$ cat config.mk
export PLATFORM = sky130hd
export DESIGN_NAME = mtgs_top
export DESIGN_NICKNAME = d
export VERILOG_FILES = /design/src/mtgs_pkg.sv /design/src/mtgs_chan_seq.sv /design/src/mtgs_top.sv
export SDC_FILE = /design/constraint.sdc
export NUM_CORES = 1
export LEC_CHECK = 0
export ABC_AREA = 1
export ABC_CLOCK_PERIOD_IN_PS = 4600
export BUFFER_PORTS_ARGS = -buffer_cell sky130_fd_sc_hd__buf_2
export CAP_MARGIN = 0
export CORE_MARGIN = 2
export CORE_UTILIZATION = 51
export CTS_BUF_LIST = sky130_fd_sc_hd__clkbuf_2
export DETAILED_ROUTE_END_ITERATION = 7
export HOLD_SLACK_MARGIN = 0.15
export PLACE_DENSITY_LB_ADDON = 0.3
export SYNTH_ARGS = -nofsm -noshare
export SYNTH_HDL_FRONTEND = slang
export SYNTH_SLANG_ARGS = --single-unit
$ cat constraint.sdc
create_clock -name clk -period 4.6 [get_ports clk]
set_clock_uncertainty 0.05 [all_clocks]
set_input_delay 0.23 -clock clk [delete_from_list [all_inputs] [get_ports clk]]
set_output_delay 0.23 -clock clk [all_outputs]
set_load 0.005 [all_outputs]
$ cat src/mtgs_pkg.sv
// shared constants and helpers for the multichannel transmit gating block
package mtgs_pkg;

    // ------------------------------------------------------------
    // selection and interrupt mode encodings
    // ------------------------------------------------------------
    localparam logic [1:0] MTGS_MODE_ALL      = 2'h0;
    localparam logic [1:0] MTGS_MODE_SEL_EN   = 2'h1;
    localparam logic [1:0] MTGS_MODE_SEL_MASK = 2'h2;
    localparam logic [1:0] MTGS_MODE_SYM      = 2'h3;

    localparam logic [1:0] MTGS_INTM_READY = 2'h0;
    localparam logic [1:0] MTGS_INTM_BLOCK = 2'h1;
    localparam logic [1:0] MTGS_INTM_FRAME = 2'h2;

    // ------------------------------------------------------------
    // widths, field positions, reset values, counts
    // ------------------------------------------------------------
    localparam int         MTGS_CH_W       = 7;
    localparam int         MTGS_NCH        = 128;
    localparam logic [5:0] MTGS_WORD_MAX   = 6'h20;
    localparam logic [3:0] MTGS_BLK_LAST   = 4'hf;
    localparam int         MTGS_WORD_MSB   = 31;
    localparam logic [1:0] MTGS_IRQ_CYCLES = 2'h2;
    localparam logic       MTGS_READY_RST  = 1'b1;
    localparam logic       MTGS_EMPTY_RST  = 1'b1;

    typedef logic [MTGS_CH_W-1:0] mtgs_chan_t;

    // ------------------------------------------------------------
    // helpers
    // ------------------------------------------------------------
    // word length field to bit count (000b is eight bits)
    function automatic logic [5:0] mtgs_word_bits(input logic [2:0] wl);
        case (wl)
            3'h0:    mtgs_word_bits = 6'h08;
            3'h1:    mtgs_word_bits = 6'h0c;
            3'h2:    mtgs_word_bits = 6'h10;
            3'h3:    mtgs_word_bits = 6'h14;
            3'h4:    mtgs_word_bits = 6'h18;
            default: mtgs_word_bits = 6'h20;
        endcase
    endfunction

    // two-partition mode only reaches 32 enable bits
    function automatic mtgs_chan_t mtgs_chan_index(input logic eight,
                                                   input mtgs_chan_t ch);
        mtgs_chan_index = eight ? ch : {2'h0, ch[4:0]};
    endfunction

    // returns {enabled, unmasked}
    function automatic logic [1:0] mtgs_gate(input logic [1:0] mode,
                                             input logic       xbit,
                                             input logic       rbit);
        case (mode)
            MTGS_MODE_ALL:      mtgs_gate = 2'h3;
            MTGS_MODE_SEL_EN:   mtgs_gate = {xbit, xbit};
            MTGS_MODE_SEL_MASK: mtgs_gate = {1'b1, xbit};
            default:            mtgs_gate = {rbit, rbit & xbit};
        endcase
    endfunction

endpackage

$ cat src/mtgs_chan_seq.sv
// frame, word and channel sequencer driven by shift clock ticks
`timescale 1ns/10ps
`default_nettype none
module mtgs_chan_seq
    import mtgs_pkg::*;
(
    input  wire logic              clk,
    input  wire logic              reset,
    input  wire logic              bit_tick,
    input  wire logic              frame_go,
    input  wire logic              stop_on_idle,
    input  wire logic [6:0]        last_word,
    input  wire logic [2:0]        word_len,
    output var  logic              active,
    output var  mtgs_pkg::mtgs_chan_t start_chan,
    output var  logic              word_start,
    output var  logic              bit_next,
    output var  logic              block_end,
    output var  logic              frame_done
);
    import mtgs_pkg::*;

    logic       active_q;
    mtgs_chan_t chan_q;
    logic [5:0] bit_q;
    logic       last_bit;
    logic       last_chan;
    logic       abort;
    logic       word_end;

    // ------------------------------------------------------------
    // word and frame boundaries
    // ------------------------------------------------------------
    always_comb begin
        last_bit   = bit_q == 6'(mtgs_word_bits(word_len) - 6'h01);
        last_chan  = chan_q == last_word;
        // slave enable dropped mid-word ends the frame at once
        abort      = active_q & stop_on_idle & ~frame_go;
        word_end   = bit_tick & active_q & last_bit & ~abort;
        word_start = bit_tick & ~abort
                   & ((~active_q & frame_go) | (word_end & ~last_chan));
        bit_next   = bit_tick & active_q & ~abort & ~last_bit;
        frame_done = (word_end & last_chan) | abort;
        // (RULE11) block end at 16-channel edge or frame end
        block_end  = word_end & ((chan_q[3:0] == MTGS_BLK_LAST) | last_chan);
        start_chan = active_q ? mtgs_chan_t'(chan_q + 7'h01) : '0;
        active     = active_q;
    end

    // (RULE23) channel counter per serial word
    always_ff @(posedge clk or posedge reset) begin
        if (reset) begin
            active_q <= 1'b0;
            chan_q   <= '0;
            bit_q    <= 6'h00;
        end else if (abort) begin
            active_q <= 1'b0;
        end else if (word_start) begin
            active_q <= 1'b1;
            chan_q   <= start_chan;
            bit_q    <= 6'h00;
        end else if (word_end) begin
            active_q <= 1'b0;
        end else if (bit_next) begin
            bit_q    <= 6'(bit_q + 6'h01);
        end
    end

endmodule
`default_nettype wire

$ cat src/mtgs_top.sv
// multichannel transmit gating, block interrupts and clock stop mode
//
// Contract
// (RULE1) enabled channel copies holding register into shifter, starting it
// (RULE2) masked channel keeps data pin undriven, no bits shifted out
// (RULE3) disabled channel counts as masked and never drives the pin
// (RULE4) disabled channel: no copy, no ready flag, dma event, interrupt
// (RULE5) disabled channel leaves the empty flag untouched
// (RULE6) unmasked channel shifts the shifter out on the data pin
// (RULE7) software uses single-phase frames in multichannel modes
// (RULE8) frame length is words minus one; word length 000b is eight
// (RULE9) partition select 0 means two partitions, A and B only
// (RULE10) symmetric mode: software mirrors transmit framing into receive
// (RULE11) interrupt possible after every 16-channel block and frame end
// (RULE12) receive selection on, mode 01b: receive interrupt per block
// (RULE13) any transmit selection, mode 01b: transmit interrupt per block
// (RULE14) mode 01b without selection mode: no block interrupt
// (RULE15) block interrupts are active-high pulses of two clock cycles
// (RULE16) master supplies shift clock and slave enable; slave follows
// (RULE17) optional slave enable is active low, gates slave data
// (RULE18) without slave enable, active shift clock alone frames transfer
// (RULE19) master without slave enable: single, always-enabled slave
// (RULE20) clock stop: transmit clock and frame sync act as SPI pair
// (RULE21) clock stop: receive pins ignored, receiver tied to transmit
// (RULE22) selection mode decodes enable and mask per channel
// (RULE23) channel counter per word indexes enable and mask bits
`timescale 1ns/10ps
`default_nettype none
module mtgs_top
    import mtgs_pkg::*;
(
    input  wire logic                 clk,
    input  wire logic                 reset,
    input  wire logic                 tx_shift_clock,
    input  wire logic                 tx_frame_sync,
    input  wire logic                 rx_shift_clock,
    input  wire logic                 rx_frame_sync,
    input  wire logic                 clock_stop_mode,
    input  wire logic                 slave_enable_used,
    input  wire logic [1:0]           tx_selection_mode,
    input  wire logic                 tx_partition_count_select,
    input  wire logic                 tx_phase_select,
    input  wire logic [6:0]           tx_frame_length,
    input  wire logic [2:0]           tx_word_length,
    input  wire logic [1:0]           tx_interrupt_mode,
    input  wire logic [127:0]         tx_channel_enable_bits,
    input  wire logic                 rx_selection_mode,
    input  wire logic                 rx_partition_count_select,
    input  wire logic [6:0]           rx_frame_length,
    input  wire logic [2:0]           rx_word_length,
    input  wire logic [1:0]           rx_interrupt_mode,
    input  wire logic [127:0]         rx_channel_enable_bits,
    input  wire logic                 tx_write,
    input  wire logic [31:0]          tx_write_data,
    output var  logic                 serial_data_out_pin_o,
    output var  logic                 serial_data_out_pin_oe,
    output var  logic                 tx_ready_flag,
    output var  logic                 tx_empty_flag,
    output var  logic                 tx_dma_event,
    output var  logic                 tx_interrupt_request,
    output var  logic                 rx_interrupt_request,
    output var  mtgs_pkg::mtgs_chan_t tx_channel
);
    import mtgs_pkg::*;

    // ------------------------------------------------------------
    // pin synchronisers
    // ------------------------------------------------------------
    // order: tx clock, tx sync, rx clock, rx sync
    logic [3:0] sync1_q;
    logic [3:0] sync2_q;
    logic [1:0] clk_prev_q;

    // (RULE16) slave side: master owns clock and sync
    always_ff @(posedge clk or posedge reset) begin
        if (reset) begin
            sync1_q    <= 4'h0;
            sync2_q    <= 4'h0;
            clk_prev_q <= 2'h0;
        end else begin
            sync1_q    <= {rx_frame_sync, rx_shift_clock,
                           tx_frame_sync, tx_shift_clock};
            sync2_q    <= sync1_q;
            clk_prev_q <= {sync2_q[2], sync2_q[0]};
        end
    end

    // ------------------------------------------------------------
    // framing sources
    // ------------------------------------------------------------
    logic tx_rise;
    logic rx_rise_pin;
    logic tx_go;
    logic rx_tick;
    logic rx_go;

    always_comb begin
        tx_rise     = sync2_q[0] & ~clk_prev_q[0];
        rx_rise_pin = sync2_q[2] & ~clk_prev_q[1];
        // (RULE20) frame sync becomes an active-low slave enable
        // (RULE18) no slave enable: the clock alone frames the word
        if (clock_stop_mode) begin
            tx_go = slave_enable_used ? ~sync2_q[1] : 1'b1;
        end else begin
            tx_go = sync2_q[1];
        end
        // (RULE21) receive pins ignored, receiver follows transmit
        rx_tick = clock_stop_mode ? tx_rise : rx_rise_pin;
        rx_go   = clock_stop_mode ? tx_go   : sync2_q[3];
    end

    // ------------------------------------------------------------
    // sequencers
    // ------------------------------------------------------------
    logic       tx_active;
    mtgs_chan_t tx_start_chan;
    logic       tx_start;
    logic       tx_bit;
    logic       tx_block_end;
    logic       tx_done;
    logic       rx_active;
    logic       rx_start;
    logic       rx_block_end;

    // (RULE8) frame length and word length fields feed the counters
    mtgs_chan_seq u_tx_seq (
        .clk          (clk),
        .reset        (reset),
        .bit_tick     (tx_rise),
        .frame_go     (tx_go),
        .stop_on_idle (clock_stop_mode),
        .last_word    (tx_frame_length),
        .word_len     (tx_word_length),
        .active       (tx_active),
        .start_chan   (tx_start_chan),
        .word_start   (tx_start),
        .bit_next     (tx_bit),
        .block_end    (tx_block_end),
        .frame_done   (tx_done)
    );

    mtgs_chan_seq u_rx_seq (
        .clk          (clk),
        .reset        (reset),
        .bit_tick     (rx_tick),
        .frame_go     (rx_go),
        .stop_on_idle (clock_stop_mode),
        .last_word    (rx_frame_length),
        .word_len     (rx_word_length),
        .active       (rx_active),
        .start_chan   (),
        .word_start   (rx_start),
        .bit_next     (),
        .block_end    (rx_block_end),
        .frame_done   ()
    );

    // ------------------------------------------------------------
    // channel enable and mask
    // ------------------------------------------------------------
    mtgs_chan_t tx_idx;
    logic [1:0] tx_gate;
    logic       copy;
    logic [31:0] word_src;
    logic [31:0] aligned;
    logic [31:0] holding_q;

    always_comb begin
        // (RULE9) partition select 0 limits the index to 32 channels
        tx_idx   = mtgs_chan_index(tx_partition_count_select,
                                   tx_start_chan);
        // (RULE22) per-channel enable and mask from selection mode
        tx_gate  = mtgs_gate(tx_selection_mode,
                             tx_channel_enable_bits[tx_idx],
                             rx_channel_enable_bits[tx_idx]);
        // (RULE4) no copy at all on a disabled channel
        copy     = tx_start & tx_gate[1];
        // a write landing with the copy is not lost
        word_src = tx_write ? tx_write_data : holding_q;
        aligned  = word_src << (MTGS_WORD_MAX
                                - mtgs_word_bits(tx_word_length));
    end

    // ------------------------------------------------------------
    // holding register and flags
    // ------------------------------------------------------------
    always_ff @(posedge clk or posedge reset) begin
        if (reset) begin
            holding_q <= 32'h0000_0000;
        end else if (tx_write) begin
            holding_q <= tx_write_data;
        end
    end
    // (RULE1) copy frees the holding register: ready set, set wins
    always_ff @(posedge clk or posedge reset) begin
        if (reset) begin
            tx_ready_flag <= MTGS_READY_RST;
        end else if (copy) begin
            tx_ready_flag <= 1'b1;
        end else if (tx_write) begin
            tx_ready_flag <= 1'b0;
        end
    end
    // (RULE5) only an enabled copy of stale data marks empty
    always_ff @(posedge clk or posedge reset) begin
        if (reset) begin
            tx_empty_flag <= MTGS_EMPTY_RST;
        end else if (copy & tx_ready_flag & ~tx_write) begin
            tx_empty_flag <= 1'b1;
        end else if (tx_write) begin
            tx_empty_flag <= 1'b0;
        end
    end
    // (RULE4) dma event only follows a real copy
    always_ff @(posedge clk or posedge reset) begin
        if (reset) begin
            tx_dma_event <= 1'b0;
        end else begin
            tx_dma_event <= copy;
        end
    end

    // ------------------------------------------------------------
    // shifter and data pin
    // ------------------------------------------------------------
    logic [31:0] tx_shifter_q;
    // (RULE6) msb first, left-justified to the word length
    always_ff @(posedge clk or posedge reset) begin
        if (reset) begin
            tx_shifter_q          <= 32'h0000_0000;
            serial_data_out_pin_o <= 1'b0;
        end else if (copy) begin
            tx_shifter_q          <= aligned << 1;
            serial_data_out_pin_o <= aligned[MTGS_WORD_MSB];
        end else if (tx_bit) begin
            tx_shifter_q          <= tx_shifter_q << 1;
            serial_data_out_pin_o <= tx_shifter_q[MTGS_WORD_MSB];
        end
    end
    // (RULE2) masked: shifting may run but the pin stays released
    // (RULE3) disabled implies masked through the enable term
    always_ff @(posedge clk or posedge reset) begin
        if (reset) begin
            serial_data_out_pin_oe <= 1'b0;
        end else if (tx_start) begin
            serial_data_out_pin_oe <= tx_gate[1] & tx_gate[0];
        end else if (tx_done) begin
            serial_data_out_pin_oe <= 1'b0;
        end
    end
    always_ff @(posedge clk or posedge reset) begin
        if (reset) begin
            tx_channel <= '0;
        end else if (tx_start) begin
            tx_channel <= tx_start_chan;
        end
    end

    // ------------------------------------------------------------
    // interrupt pulses
    // ------------------------------------------------------------
    logic       tx_mc_on;
    logic [1:0] irq_trig;
    logic [1:0] irq_cnt_q [2];
    logic [1:0] irq_q;
    always_comb begin
        tx_mc_on    = tx_selection_mode != MTGS_MODE_ALL;
        // (RULE13) (RULE14) block pulses need a selection mode on
        irq_trig[0] = (tx_interrupt_mode == MTGS_INTM_READY & copy)
                    | (tx_interrupt_mode == MTGS_INTM_BLOCK
                       & tx_mc_on & tx_block_end)
                    | (tx_interrupt_mode == MTGS_INTM_FRAME
                       & tx_start & ~tx_active);
        // (RULE12) receive block pulse with receive selection on
        irq_trig[1] = (rx_interrupt_mode == MTGS_INTM_BLOCK
                       & rx_selection_mode & rx_block_end)
                    | (rx_interrupt_mode == MTGS_INTM_FRAME
                       & rx_start & ~rx_active);
    end

    // (RULE15) each trigger stretched to exactly two cycles
    always_ff @(posedge clk or posedge reset) begin
        if (reset) begin
            irq_q <= 2'h0;
            for (int i = 0; i < 2; i++) begin
                irq_cnt_q[i] <= 2'h0;
            end
        end else begin
            for (int i = 0; i < 2; i++) begin
                irq_q[i] <= irq_trig[i] | (irq_cnt_q[i] != 2'h0);
                if (irq_trig[i]) begin
                    irq_cnt_q[i] <= 2'(MTGS_IRQ_CYCLES - 2'h1);
                end else if (irq_cnt_q[i] != 2'h0) begin
                    irq_cnt_q[i] <= 2'(irq_cnt_q[i] - 2'h1);
                end
            end
        end
    end
    always_comb begin
        tx_interrupt_request = irq_q[0];
        rx_interrupt_request = irq_q[1];
    end

    // ------------------------------------------------------------
    // checks
    // ------------------------------------------------------------
    a_copy_sets_ready: // RULE1
    assert property (@(posedge clk) disable iff (reset)
        copy |=> tx_ready_flag && tx_dma_event)
        else $error("copy did not set ready and dma event");
    a_masked_no_drive: // RULE2
    assert property (@(posedge clk) disable iff (reset)
        tx_start && tx_gate[1] && !tx_gate[0]
        |=> !serial_data_out_pin_oe [*1] ##0 tx_active)
        else $error("masked channel drives data pin");
    a_disabled_released: // RULE3
    assert property (@(posedge clk) disable iff (reset)
        tx_start && !tx_gate[1] |=> !serial_data_out_pin_oe)
        else $error("disabled channel drives data pin");
    a_disabled_no_flag: // RULE4
    assert property (@(posedge clk) disable iff (reset)
        tx_start && !tx_gate[1] && !tx_write
        |=> tx_ready_flag == $past(tx_ready_flag) && !tx_dma_event)
        else $error("disabled channel touched ready or dma");
    a_empty_kept: // RULE5
    assert property (@(posedge clk) disable iff (reset)
        tx_start && !tx_gate[1] && !tx_write
        |=> $stable(tx_empty_flag))
        else $error("disabled channel changed empty flag");
    a_unmasked_drives: // RULE6
    assert property (@(posedge clk) disable iff (reset)
        tx_start && tx_gate == 2'h3
        |=> serial_data_out_pin_oe
            && serial_data_out_pin_o == $past(aligned[MTGS_WORD_MSB]))
        else $error("unmasked channel not driven with first bit");
    a_rx_block_pulse: // RULE12
    assert property (@(posedge clk) disable iff (reset)
        rx_block_end && rx_selection_mode
        && rx_interrupt_mode == MTGS_INTM_BLOCK
        |=> rx_interrupt_request [*2])
        else $error("receive block interrupt missing");
    a_tx_block_pulse: // RULE13
    assert property (@(posedge clk) disable iff (reset)
        tx_block_end && tx_mc_on
        && tx_interrupt_mode == MTGS_INTM_BLOCK
        |=> tx_interrupt_request [*2])
        else $error("transmit block interrupt missing");
    a_no_block_irq: // RULE14
    assert property (@(posedge clk) disable iff (reset)
        tx_interrupt_mode == MTGS_INTM_BLOCK && !tx_mc_on
        && $stable(tx_interrupt_mode) && $stable(tx_selection_mode)
        && !tx_interrupt_request
        |=> !tx_interrupt_request)
        else $error("block interrupt without selection mode");
    a_pulse_width: // RULE15
    assert property (@(posedge clk) disable iff (reset)
        $rose(tx_interrupt_request) && !irq_trig[0]
        |=> tx_interrupt_request ##1 !tx_interrupt_request)
        else $error("transmit interrupt pulse not two cycles");
    a_stop_rx_tied: // RULE21
    assert property (@(posedge clk) disable iff (reset)
        clock_stop_mode |-> rx_tick == tx_rise && rx_go == tx_go)
        else $error("receiver not tied to transmit in clock stop");

endmodule
`default_nettype wire
==> results.cfg, run 1 <==
[clock_tree]
cts_buffers = 17
clk_pin_slew_ps = 220
cts_tree = yes
clk_path_buf_depth = 2
clk_latency_ps = 720
cts_setup_buffers = 0
cts_num_sinks = 119
htreeDepth = 4
cts_root_buf = clkbuf_2

[yosys]
ys_ff_latch = 119
yosysWarnings = 0
async_flop_share_pct = 100
syn_inst = 1403
synth_top_area_share_pct = 32.9
synth.largest_area_cell = dfrtp_1
synth_edf_count = 0
synth-seq-area-share_pct = 33.5
synth_area_um2 = 8890
synth.net_count = 1736
synthFlopType = dfrtp_1
syn_area_per_cell_um2 = 6.34
netlist_top_cells_area = dfrtp_1 33%, nand2_1 20%, nand3_1 18%
synth_cell_types = 40

[sta]
slew_violations = 0
min_period_ps = 4350
max-slew-margin-rel_pct = 28.2
tightest_slew_ps = 1080
setup_tns_ps = 0
fmaxAchievable_mhz = 230
hold_viol = 0
fin_crit_sh_pct = 94.5
rsz0062_at_grt = no
finalSetupViolCount = 0

[place]
io_buffers = 338
place_hpwl_um = 23000
gp_congestion = 0.927

[detailed_routing]
wl_um = 34500
antenna_left = 0
drtIter0Drc = 1161
viasPerCell = 5.67
route.detailed.wl_per_inst_um = 17.0
vias = 11500
drc = 0
drt_first_pass_iters = 6

[finish]
nets = 2121
layout_commonest_cell = nand2_1
drive_gt1_share_pct = 23.9
final_cell_mix = 474 x nand2_1, 338 x buf_2, 320 x nand3_1, 115 x dfrtp_1, 100 x dlygate4sd3_1
area_delta_synth_final_pct = 33.2

[global_route]
grt_max_degree = 96
grt_use_total_pct = 36.7
met3_usage_pct = 7.53
grt_pass1_vias = 10900
antenna_found_initial = 6
grt_pass1_wl_um = 53300
grtUsageMet2_pct = 61.5
grt_overflow = 0
met1_usage_pct = 43.0
top_usage_layer = met2

[die]
coreArea_um2 = 17200
pin_count = 341
die_area_um2 = 18500
die_h_um = 136
rows = 48
die_width_um = 136
start_util_pct = 51.8

[worst_setup_path]
start_kind = flop
endpoint_kind = flop
cp.required_ps = 5190
path_cells = nand3_1, dlygate4sd3_1, nand2_1, nor2_1, inv_1, nor2_1, nand2_1, o21ai_0, nand2_1, nor2_4, nand3_1, dlygate4sd3_1, nand2_1, dlygate4sd3_1, inv_1, nand2_1
worstPathMaxFanout = 13
cp_data_arrival_time_ps = 4940
slowest_stage = dlygate4sd3_1
worstSetupPathType = reg -> reg
crit_path_frequent_cell = nand2_1
max_stage_delay_ps = 620

[pwr]
power.density_nw_per_um2 = 393
leakagePower_nw = 6.17
finalPower_mw = 4.65
ir_drop_v = 0.000370

[flow_run]
maxCapViolCount = 0

[min_path]
hold_path_class = in -> async

[status]
status = completed
sequential cells by signal, summed over array words and instances, names as in the netlist:
signal	cells
clk_prev_q	2
holding_q	32
irq_cnt_q	4
irq_q	2
serial_data_out_pin_o	1
serial_data_out_pin_oe	1
sync1_q	4
sync2_q	4
tx_channel	7
tx_dma_event	1
tx_empty_flag	1
tx_ready_flag	1
tx_shifter_q	31
u_rx_seq.active	1
u_rx_seq.bit_q	6
u_rx_seq.chan_q	7
u_tx_seq.active	1
u_tx_seq.bit_q	6
u_tx_seq.chan_q	7
cells in the mapped netlist, types with 5 or more instances:
cell and count:
a21oi_1 64, a31oi_1 10, buf_1 9, buf_2 37, buf_4 8, clkbuf_1 32, dfrtp_1 117, ha_1 6
inv_1 69, inv_2 11, nand2_1 476, nand3_1 320, nand4_1 5, nor2_1 79, nor3_1 12, o211ai_1 5
o21ai_0 70, or2_2 9, xnor2_1 6, xor2_1 14
logic make-up (layout without fill, tap and decap cells):
family | after synthesis | in the layout | synth area share [%]
flops | 119 | 119 | 33.5
buf+inv | 171 | 569 | 8.43
compound gates | 168 | 168 | 10.3
mux | 1 | 1 | 0.113
simple gates | 918 | 918 | 44.9
xor+xnor | 20 | 20 | 1.97
fa+ha+maj | 6 | 6 | 0.844
other cells | 0 | 6 | 0
worst paths after layout:
| check | slack (ps) | startpoint | cells after the start | to |
|---|---|---|---|---|
| max | 250 | sync2_q[1]$_DFF_PP0_ | 16 | irq_cnt_q[0]$_DFFE_PP0P_ |
| min | 240 | reset | 3 | holding_q[0]$_DFF_PP0_ |
| max reg2reg | 250 | sync2_q[1]$_DFF_PP0_ | 16 | irq_cnt_q[0]$_DFFE_PP0P_ |
| min reg2reg | 320 | sync1_q[2]$_DFF_PP0_ | 0 | sync2_q[2]$_DFF_PP0_ |
| max in group asynchronous | 3170 | reset | 4 | tx_channel[1]$_DFFE_PP0N_ |
| min in group clk | 250 | tx_frame_length[6] | 8 | u_tx_seq.bit_q[5]$_DFFE_PP0P_ |
area by class of cell:
cell class,count,area (um^2)
inverters,81,308
multi-input cells,1113,5180
clock inverters,14,135
fillers,1427,5330
well taps,225,282
diodes,6,15.0
repair buffers,456,2850
flip-flops and latches,119,2980
clock buffers,18,90.1
stage by stage:
| step | worst slack (ps) | instances | util [%] | hold WS, ps | cell area [um^2] |
|---|---|---|---|---|---|
| global placement | 1100 | 1894 | 61.7 | 285 | 10600 |
| CTS | 337 | 2026 | 68.8 | 166 | 11800 |
| global route | 59.4 | 2031 | 68.9 | 269 | 11800 |
| detailed placement | 1070 | 1894 | 61.7 | 290 | 10600 |
| finish | 252 | 2032 | 68.9 | 243 | 11800 |
| floorplan | 1170 | 1403 | - | 211 | 8890 |
power breakdown:
part           leakage [nW]  internal [mW]  switching [mW]  total, mW
clock network         0.121          0.242           0.425      0.667
registers              1.49           1.31           0.185       1.49
logic                  4.56          0.918            1.58       2.49
metal layers:
metal / part of all wire, % / wire length (um)
met1: 37 / 12800
met2: 48 / 16400
met3: 9.2 / 3180
met4: 6.2 / 2130
met5: 0.038 / 13
worst max-delay path: cells and delay by family, from the launching register on:
kind            cells  cell delay [ps]
buf+inv             5             1910
compound gates      1              100
flops               1              420
simple gates       10             1810
what timing repair did:
action | 4_1_cts | 5_1_grt
endpoints found under the setup margin | 0 | 3
resized for setup | 0 | 2
endpoints found under the hold margin | 161 | 0
hold buffers | 100 | 0
Note: power is estimated with default switching activity, not from simulation.
==> run 2: changes to the inputs <==
Settings changed: CORE_MARGIN 2 to default.
==> run 2 against run 1 <==
Compared with the run above:
- worst hold slack lost 27 ps
- critical path type unchanged
- via count up 0.64%
- core utilization is 0.43 points higher
- global-route usage is 1.5 points higher
- first-iteration DRC count shrank 2.2%
- count of clock-buffer cells in the layout rose by 2
- highest routed layer is now met4
==> results.cfg, run 2 (same netlist as run 1, synthesis figures left out) <==
[clock_tree]
clk_latency_ps = 680
cts_buffers = 17
cts_num_sinks = 119
cts_root_buf = clkbuf_2
clk_pin_slew_ps = 190
htreeDepth = 4
clk_path_buf_depth = 2
cts_tree = yes

[min_path]
hold_path_class = in -> async

[place]
placed_area_um2 = 10600
place_hpwl_um = 23000
gp_congestion = 0.938
place_ws_ps = 848
place_inst = 1886
io_buffers = 338

[worst_setup_path]
cp.required_ps = 5170
cp_top_family = buffers and inverters
worstPathMaxFanout = 70
slowest_stage = buf_4
crit_path_frequent_cell = nand3_1
start_kind = flop
path_cells = buf_4, inv_2, nand2_2, buf_4, nand2_1, nand3_1, nand3_1, nand3_1, nand3_1, nand3_1, nand3_1, nand2_1, nor2_1, dlygate4sd3_1, o21ai_0, dlygate4sd3_1
endpoint_kind = flop
worstSetupPathType = reg -> reg
path_buf_inv = 5
cp_data_arrival_time_ps = 4780
max_stage_delay_ps = 610

[sta]
max-slew-margin-rel_pct = 27.1
fin_ws_ps = 388
slew_violations = 0
rsz0062_at_grt = no
fmaxAchievable_mhz = 237
tightest_slew_ps = 1090
min_period_ps = 4210
hold_viol = 0
finalSetupViolCount = 0
hold-worst-slack_ps = 216
setup_tns_ps = 0
fin_crit_sh_pct = 91.6

[finish]
fin_util_pct = 69.4
stdcell_count = 2015
layout_commonest_cell = nand2_1
design_area_um2 = 11700
drive_gt1_share_pct = 24.0
final_cell_mix = 474 x nand2_1, 338 x buf_2, 320 x nand3_1, 115 x dfrtp_1, 94 x dlygate4sd3_1
fill_cells = 1385
regArea_um2 = 2980
largest_register_ffs = 32
regMostFlops = holding_q
nets = 2112
reg_top3 = holding_q (32), tx_shifter_q (31)
multi_input_area_um2 = 5170
area_delta_synth_final_pct = 31.3

[die]
die_width_um = 134
die_area_um2 = 18000
coreArea_um2 = 16800
start_util_pct = 52.9
rows = 47
die_h_um = 134
pin_count = 341

[global_route]
grt_max_degree = 89
antenna_found_initial = 2
grt_pass1_wl_um = 54000
grt_overflow = 0
grt_pass1_vias = 10800
grtUsageMet2_pct = 65.4
top_usage_layer = met2
met3_usage_pct = 7.71
met1_usage_pct = 45.1
grt_use_total_pct = 38.2

[pwr]
ir_drop_v = 0.000223
finalPower_mw = 4.51
power.density_nw_per_um2 = 387
leakagePower_nw = 6.11

[detailed_routing]
drtIter0Drc = 1136
wl_um = 34100
vias = 11600
drt_first_pass_iters = 5
antenna_left = 0
drc = 0
viasPerCell = 5.76
route.detailed.wl_per_inst_um = 16.9

[status]
status = completed

[flow_run]
maxCapViolCount = 0
==> run 2: what timing repair did <==
item	CTS	global route
setup buffers	0	0
hold buffers	94	0
hold endpoints to repair	143	0
endpoints found under the setup margin	0	3
gates resized for setup	0	2
==> run 2: worst paths after layout <==
| path | start | depth (start not counted) | to | slack [ps] |
|---|---|---|---|---|
| worst max-delay path | u_tx_seq.chan_q[0]$_DFFE_PP0P_ | 16 | serial_data_out_pin_oe$_DFFE_PP0P_ | 390 |
| worst min-delay path | reset | 3 | u_tx_seq.bit_q[3]$_DFFE_PP0P_ | 220 |
| worst max register to register | u_tx_seq.chan_q[0]$_DFFE_PP0P_ | 16 | serial_data_out_pin_oe$_DFFE_PP0P_ | 390 |
| worst min register to register | sync1_q[0]$_DFF_PP0_ | 0 | sync2_q[0]$_DFF_PP0_ | 320 |
| max in group asynchronous | reset | 4 | u_tx_seq.chan_q[0]$_DFFE_PP0P_ | 3100 |
| min in group clk | tx_write | 3 | holding_q[15]$_DFF_PP0_ | 230 |
==> run 2: routing by layer <==
layer / vias up / routed length [um]
met5: - / 0
met2: 721 / 16200
met4: 0 / 1970
met3: 148 / 3110
li1: 5396 / -
met1: 5336 / 12800
==> run 2: where the power goes <==
part	internal, mW	switching (mW)	leakage [nW]
Sequential	1.31	0.190	1.49
Combinational	0.902	1.58	4.51
Clock	0.135	0.396	0.118
==> run 2: layout make-up <==
class / instances / share of cell area [%]
clock inverter: 12 / 0.536
sequential: 119 / 25.6
antenna: 3 / 0.0643
tap: 220 / 2.36
timing repair buffer: 447 / 23.6
multi-input combinational: 1113 / 44.3
inverter: 81 / 2.64
clock buffer: 20 / 0.858
==> run 2: tightest hold or removal path: cells and delay by family <==
family                 cells  cell delay (ps)
buffers and inverters      3             1310
==> run 3: changes to the inputs <==
Settings changed: CELL_PAD_IN_SITES_DETAIL_PLACEMENT from default to 0, CELL_PAD_IN_SITES_GLOBAL_PLACEMENT from default to 2, CORE_UTILIZATION 51 to 26.
==> run 3 against run 2 <==
Compared with the run above:
- die area rose by 94%
- non-clock buffer count is 15 higher
- sequential share of layout area decreased by 1.2 points
- worst hold slack worse by 30 ps
- via count is 5.4% lower
- sequential cell count unchanged
- worst setup slack lost 40 ps
- wire length rose by 14%
- register-to-register slack about the same
- final area increased by 4.7%
- clock power increased by 44%
- combinational power about the same
- critical path type is now in -> reg
- critical endpoint is now irq_cnt_q[2]$_DFFE_PP0P_
- largest cell class unchanged
- highest routed layer unchanged
==> results.cfg, run 3 (same netlist as run 1, synthesis figures left out) <==
[detailed_routing]
vias = 11000
wl_um = 38900
wl_met3_um = 1910
drc = 0
viasPerCell = 4.85
drt_first_pass_iters = 5
top_layer_used = met4
route.detailed.wl_per_inst_um = 17.2
dr_wl_met2_um = 18700
met1_length_um = 17600
drtIter0Drc = 653
antenna_left = 0

[place]
place_hpwl_um = 28700
gp_congestion = 0.861
placed_area_um2 = 10900
io_buffers = 338

[die]
die_width_um = 187
coreArea_um2 = 33600
start_util_pct = 26.4
rows = 67
pin_count = 341
die_h_um = 187
die_area_um2 = 34900

[worst_setup_path]
cp.required_ps = 5160
worstSetupStartpoint = tx_word_length[1]
worstSetupPathType = in -> reg
rrSetupSlack_ps = 390
worstPathMaxFanout = 21
cp_data_arrival_time_ps = 4810
reg2reg_to = irq_cnt_q[2]$_DFFE_PP0P_
worstReg2RegStart = sync2_q[1]$_DFF_PP0_
start_kind = input pin
endpoint_kind = flop
reg2reg_depth = 14

[finish]
final_cell_mix = 474 x nand2_1, 338 x buf_2, 320 x nand3_1, 115 x dfrtp_1, 104 x dlygate4sd3_1
design_area_um2 = 12200
largest_register_ffs = 32
layout_commonest_cell = nand2_1
nets = 2127
regMostFlops = holding_q
area_delta_synth_final_pct = 37.5
fill_cells = 3777
regArea_um2 = 2980
drive_gt1_share_pct = 24.1
reg_top3 = holding_q (32), tx_shifter_q (31)
multi_input_area_um2 = 5170

[sta]
rsz0062_at_grt = no
fmaxAchievable_mhz = 235
tightest_slew_ps = 812
min_period_ps = 4250
hold_viol = 0
max-slew-margin-rel_pct = 45.8
fin_crit_sh_pct = 92.4
slew_violations = 0
finalSetupViolCount = 0
setup_tns_ps = 0

[global_route]
grt_overflow = 0
grt_pass1_vias = 10700
antenna_found_initial = 8
grt_pass1_wl_um = 60900
grt_max_degree = 89
grt_use_total_pct = 22.1

[clock_tree]
htreeDepth = 4
cts_buffers = 17
clk_path_buf_depth = 2
cts_root_buf = clkbuf_2
cts_setup_buffers = 0
cts_num_sinks = 119
cts_tree = yes
clk_pin_slew_ps = 200
clk_latency_ps = 730

[status]
status = completed

[flow_run]
maxCapViolCount = 0

[min_path]
hold_depth = 6
min-delay-start = tx_word_length[0]
hold-path-endpoint = tx_shifter_q[10]$_DFFE_PP0P_
hold_path_class = in -> reg

[pwr]
power.density_nw_per_um2 = 392
leakagePower_nw = 6.22
ir_drop_v = 0.000186
-- run 3: critical path, cell delays in order --
cell,delay (ps)
dlygate4sd3_1,530
buf_2,150
nor2_2,150
dlygate4sd3_1,620
inv_2,90
nand2_1,130
buf_4,280
nand2_1,90
nand4_1,140
nor2_2,80
nand2_1,70
o21ai_2,50
dlygate4sd3_1,590
nand2_4,200
o21ai_1,80
dlygate4sd3_1,560
inv_1,100
o211ai_1,90
dlygate4sd3_1,560
-- run 3: layer usage --
layer  vias to the layer above  global-route usage, %
met4                         0                   6.31
met1                      5168                   29.2
met2                       344                   37.2
met3                        37                   3.26
met5                         -                      0
li1                       5427                      -
-- run 3: metrics by stage --
step / instances / hold slack, ps / utilization, % / power, mW / setup slack (ps)
floorplan: 1403 / 211 / - / 3.18 / 1170
global placement: 2119 / 257 / 32.4 / 3.93 / 618
detailed placement: 2119 / 264 / 32.4 / 3.94 / 613
CTS: 2255 / 162 / 36.3 / 4.83 / 242
global route: 2263 / 157 / 36.3 / 5.23 / 55.3
finish: 2263 / 186 / 36.3 / 4.79 / 348
-- run 3: layout make-up --
cell class,count,share of cell area (%)
multi-input combinational,1113,42.4
sequential,119,24.4
timing repair buffer,462,23.8
tap,448,4.59
inverter,81,2.54
clock inverter,15,1.45
clock buffer,17,0.696
antenna,8,0.164
-- run 3: power breakdown --
part | leakage, nW | switching, mW | internal (mW) | total [mW]
clock network | 0.146 | 0.460 | 0.306 | 0.765
logic | 4.58 | 1.59 | 0.923 | 2.51
registers | 1.49 | 0.205 | 1.31 | 1.51
-- run 3: timing repair --
action | CTS | global route
resized for setup | 0 | 5
hold buffers | 104 | 0
setup endpoints to repair | 0 | 3
endpoints found under the hold margin | 192 | 0
-- run 3: how the worst max path moves through the flow --
stage                                              end  cells after the start
after floorplan                clk_prev_q[0]$_DFF_PP0_                      1
after global placement    tx_shifter_q[21]$_DFFE_PP0P_                     15
after detailed placement  tx_shifter_q[21]$_DFFE_PP0P_                     15
after CTS                     irq_cnt_q[2]$_DFFE_PP0P_                     19
after global routing          irq_cnt_q[2]$_DFFE_PP0P_                     15
final                         irq_cnt_q[2]$_DFFE_PP0P_                     19
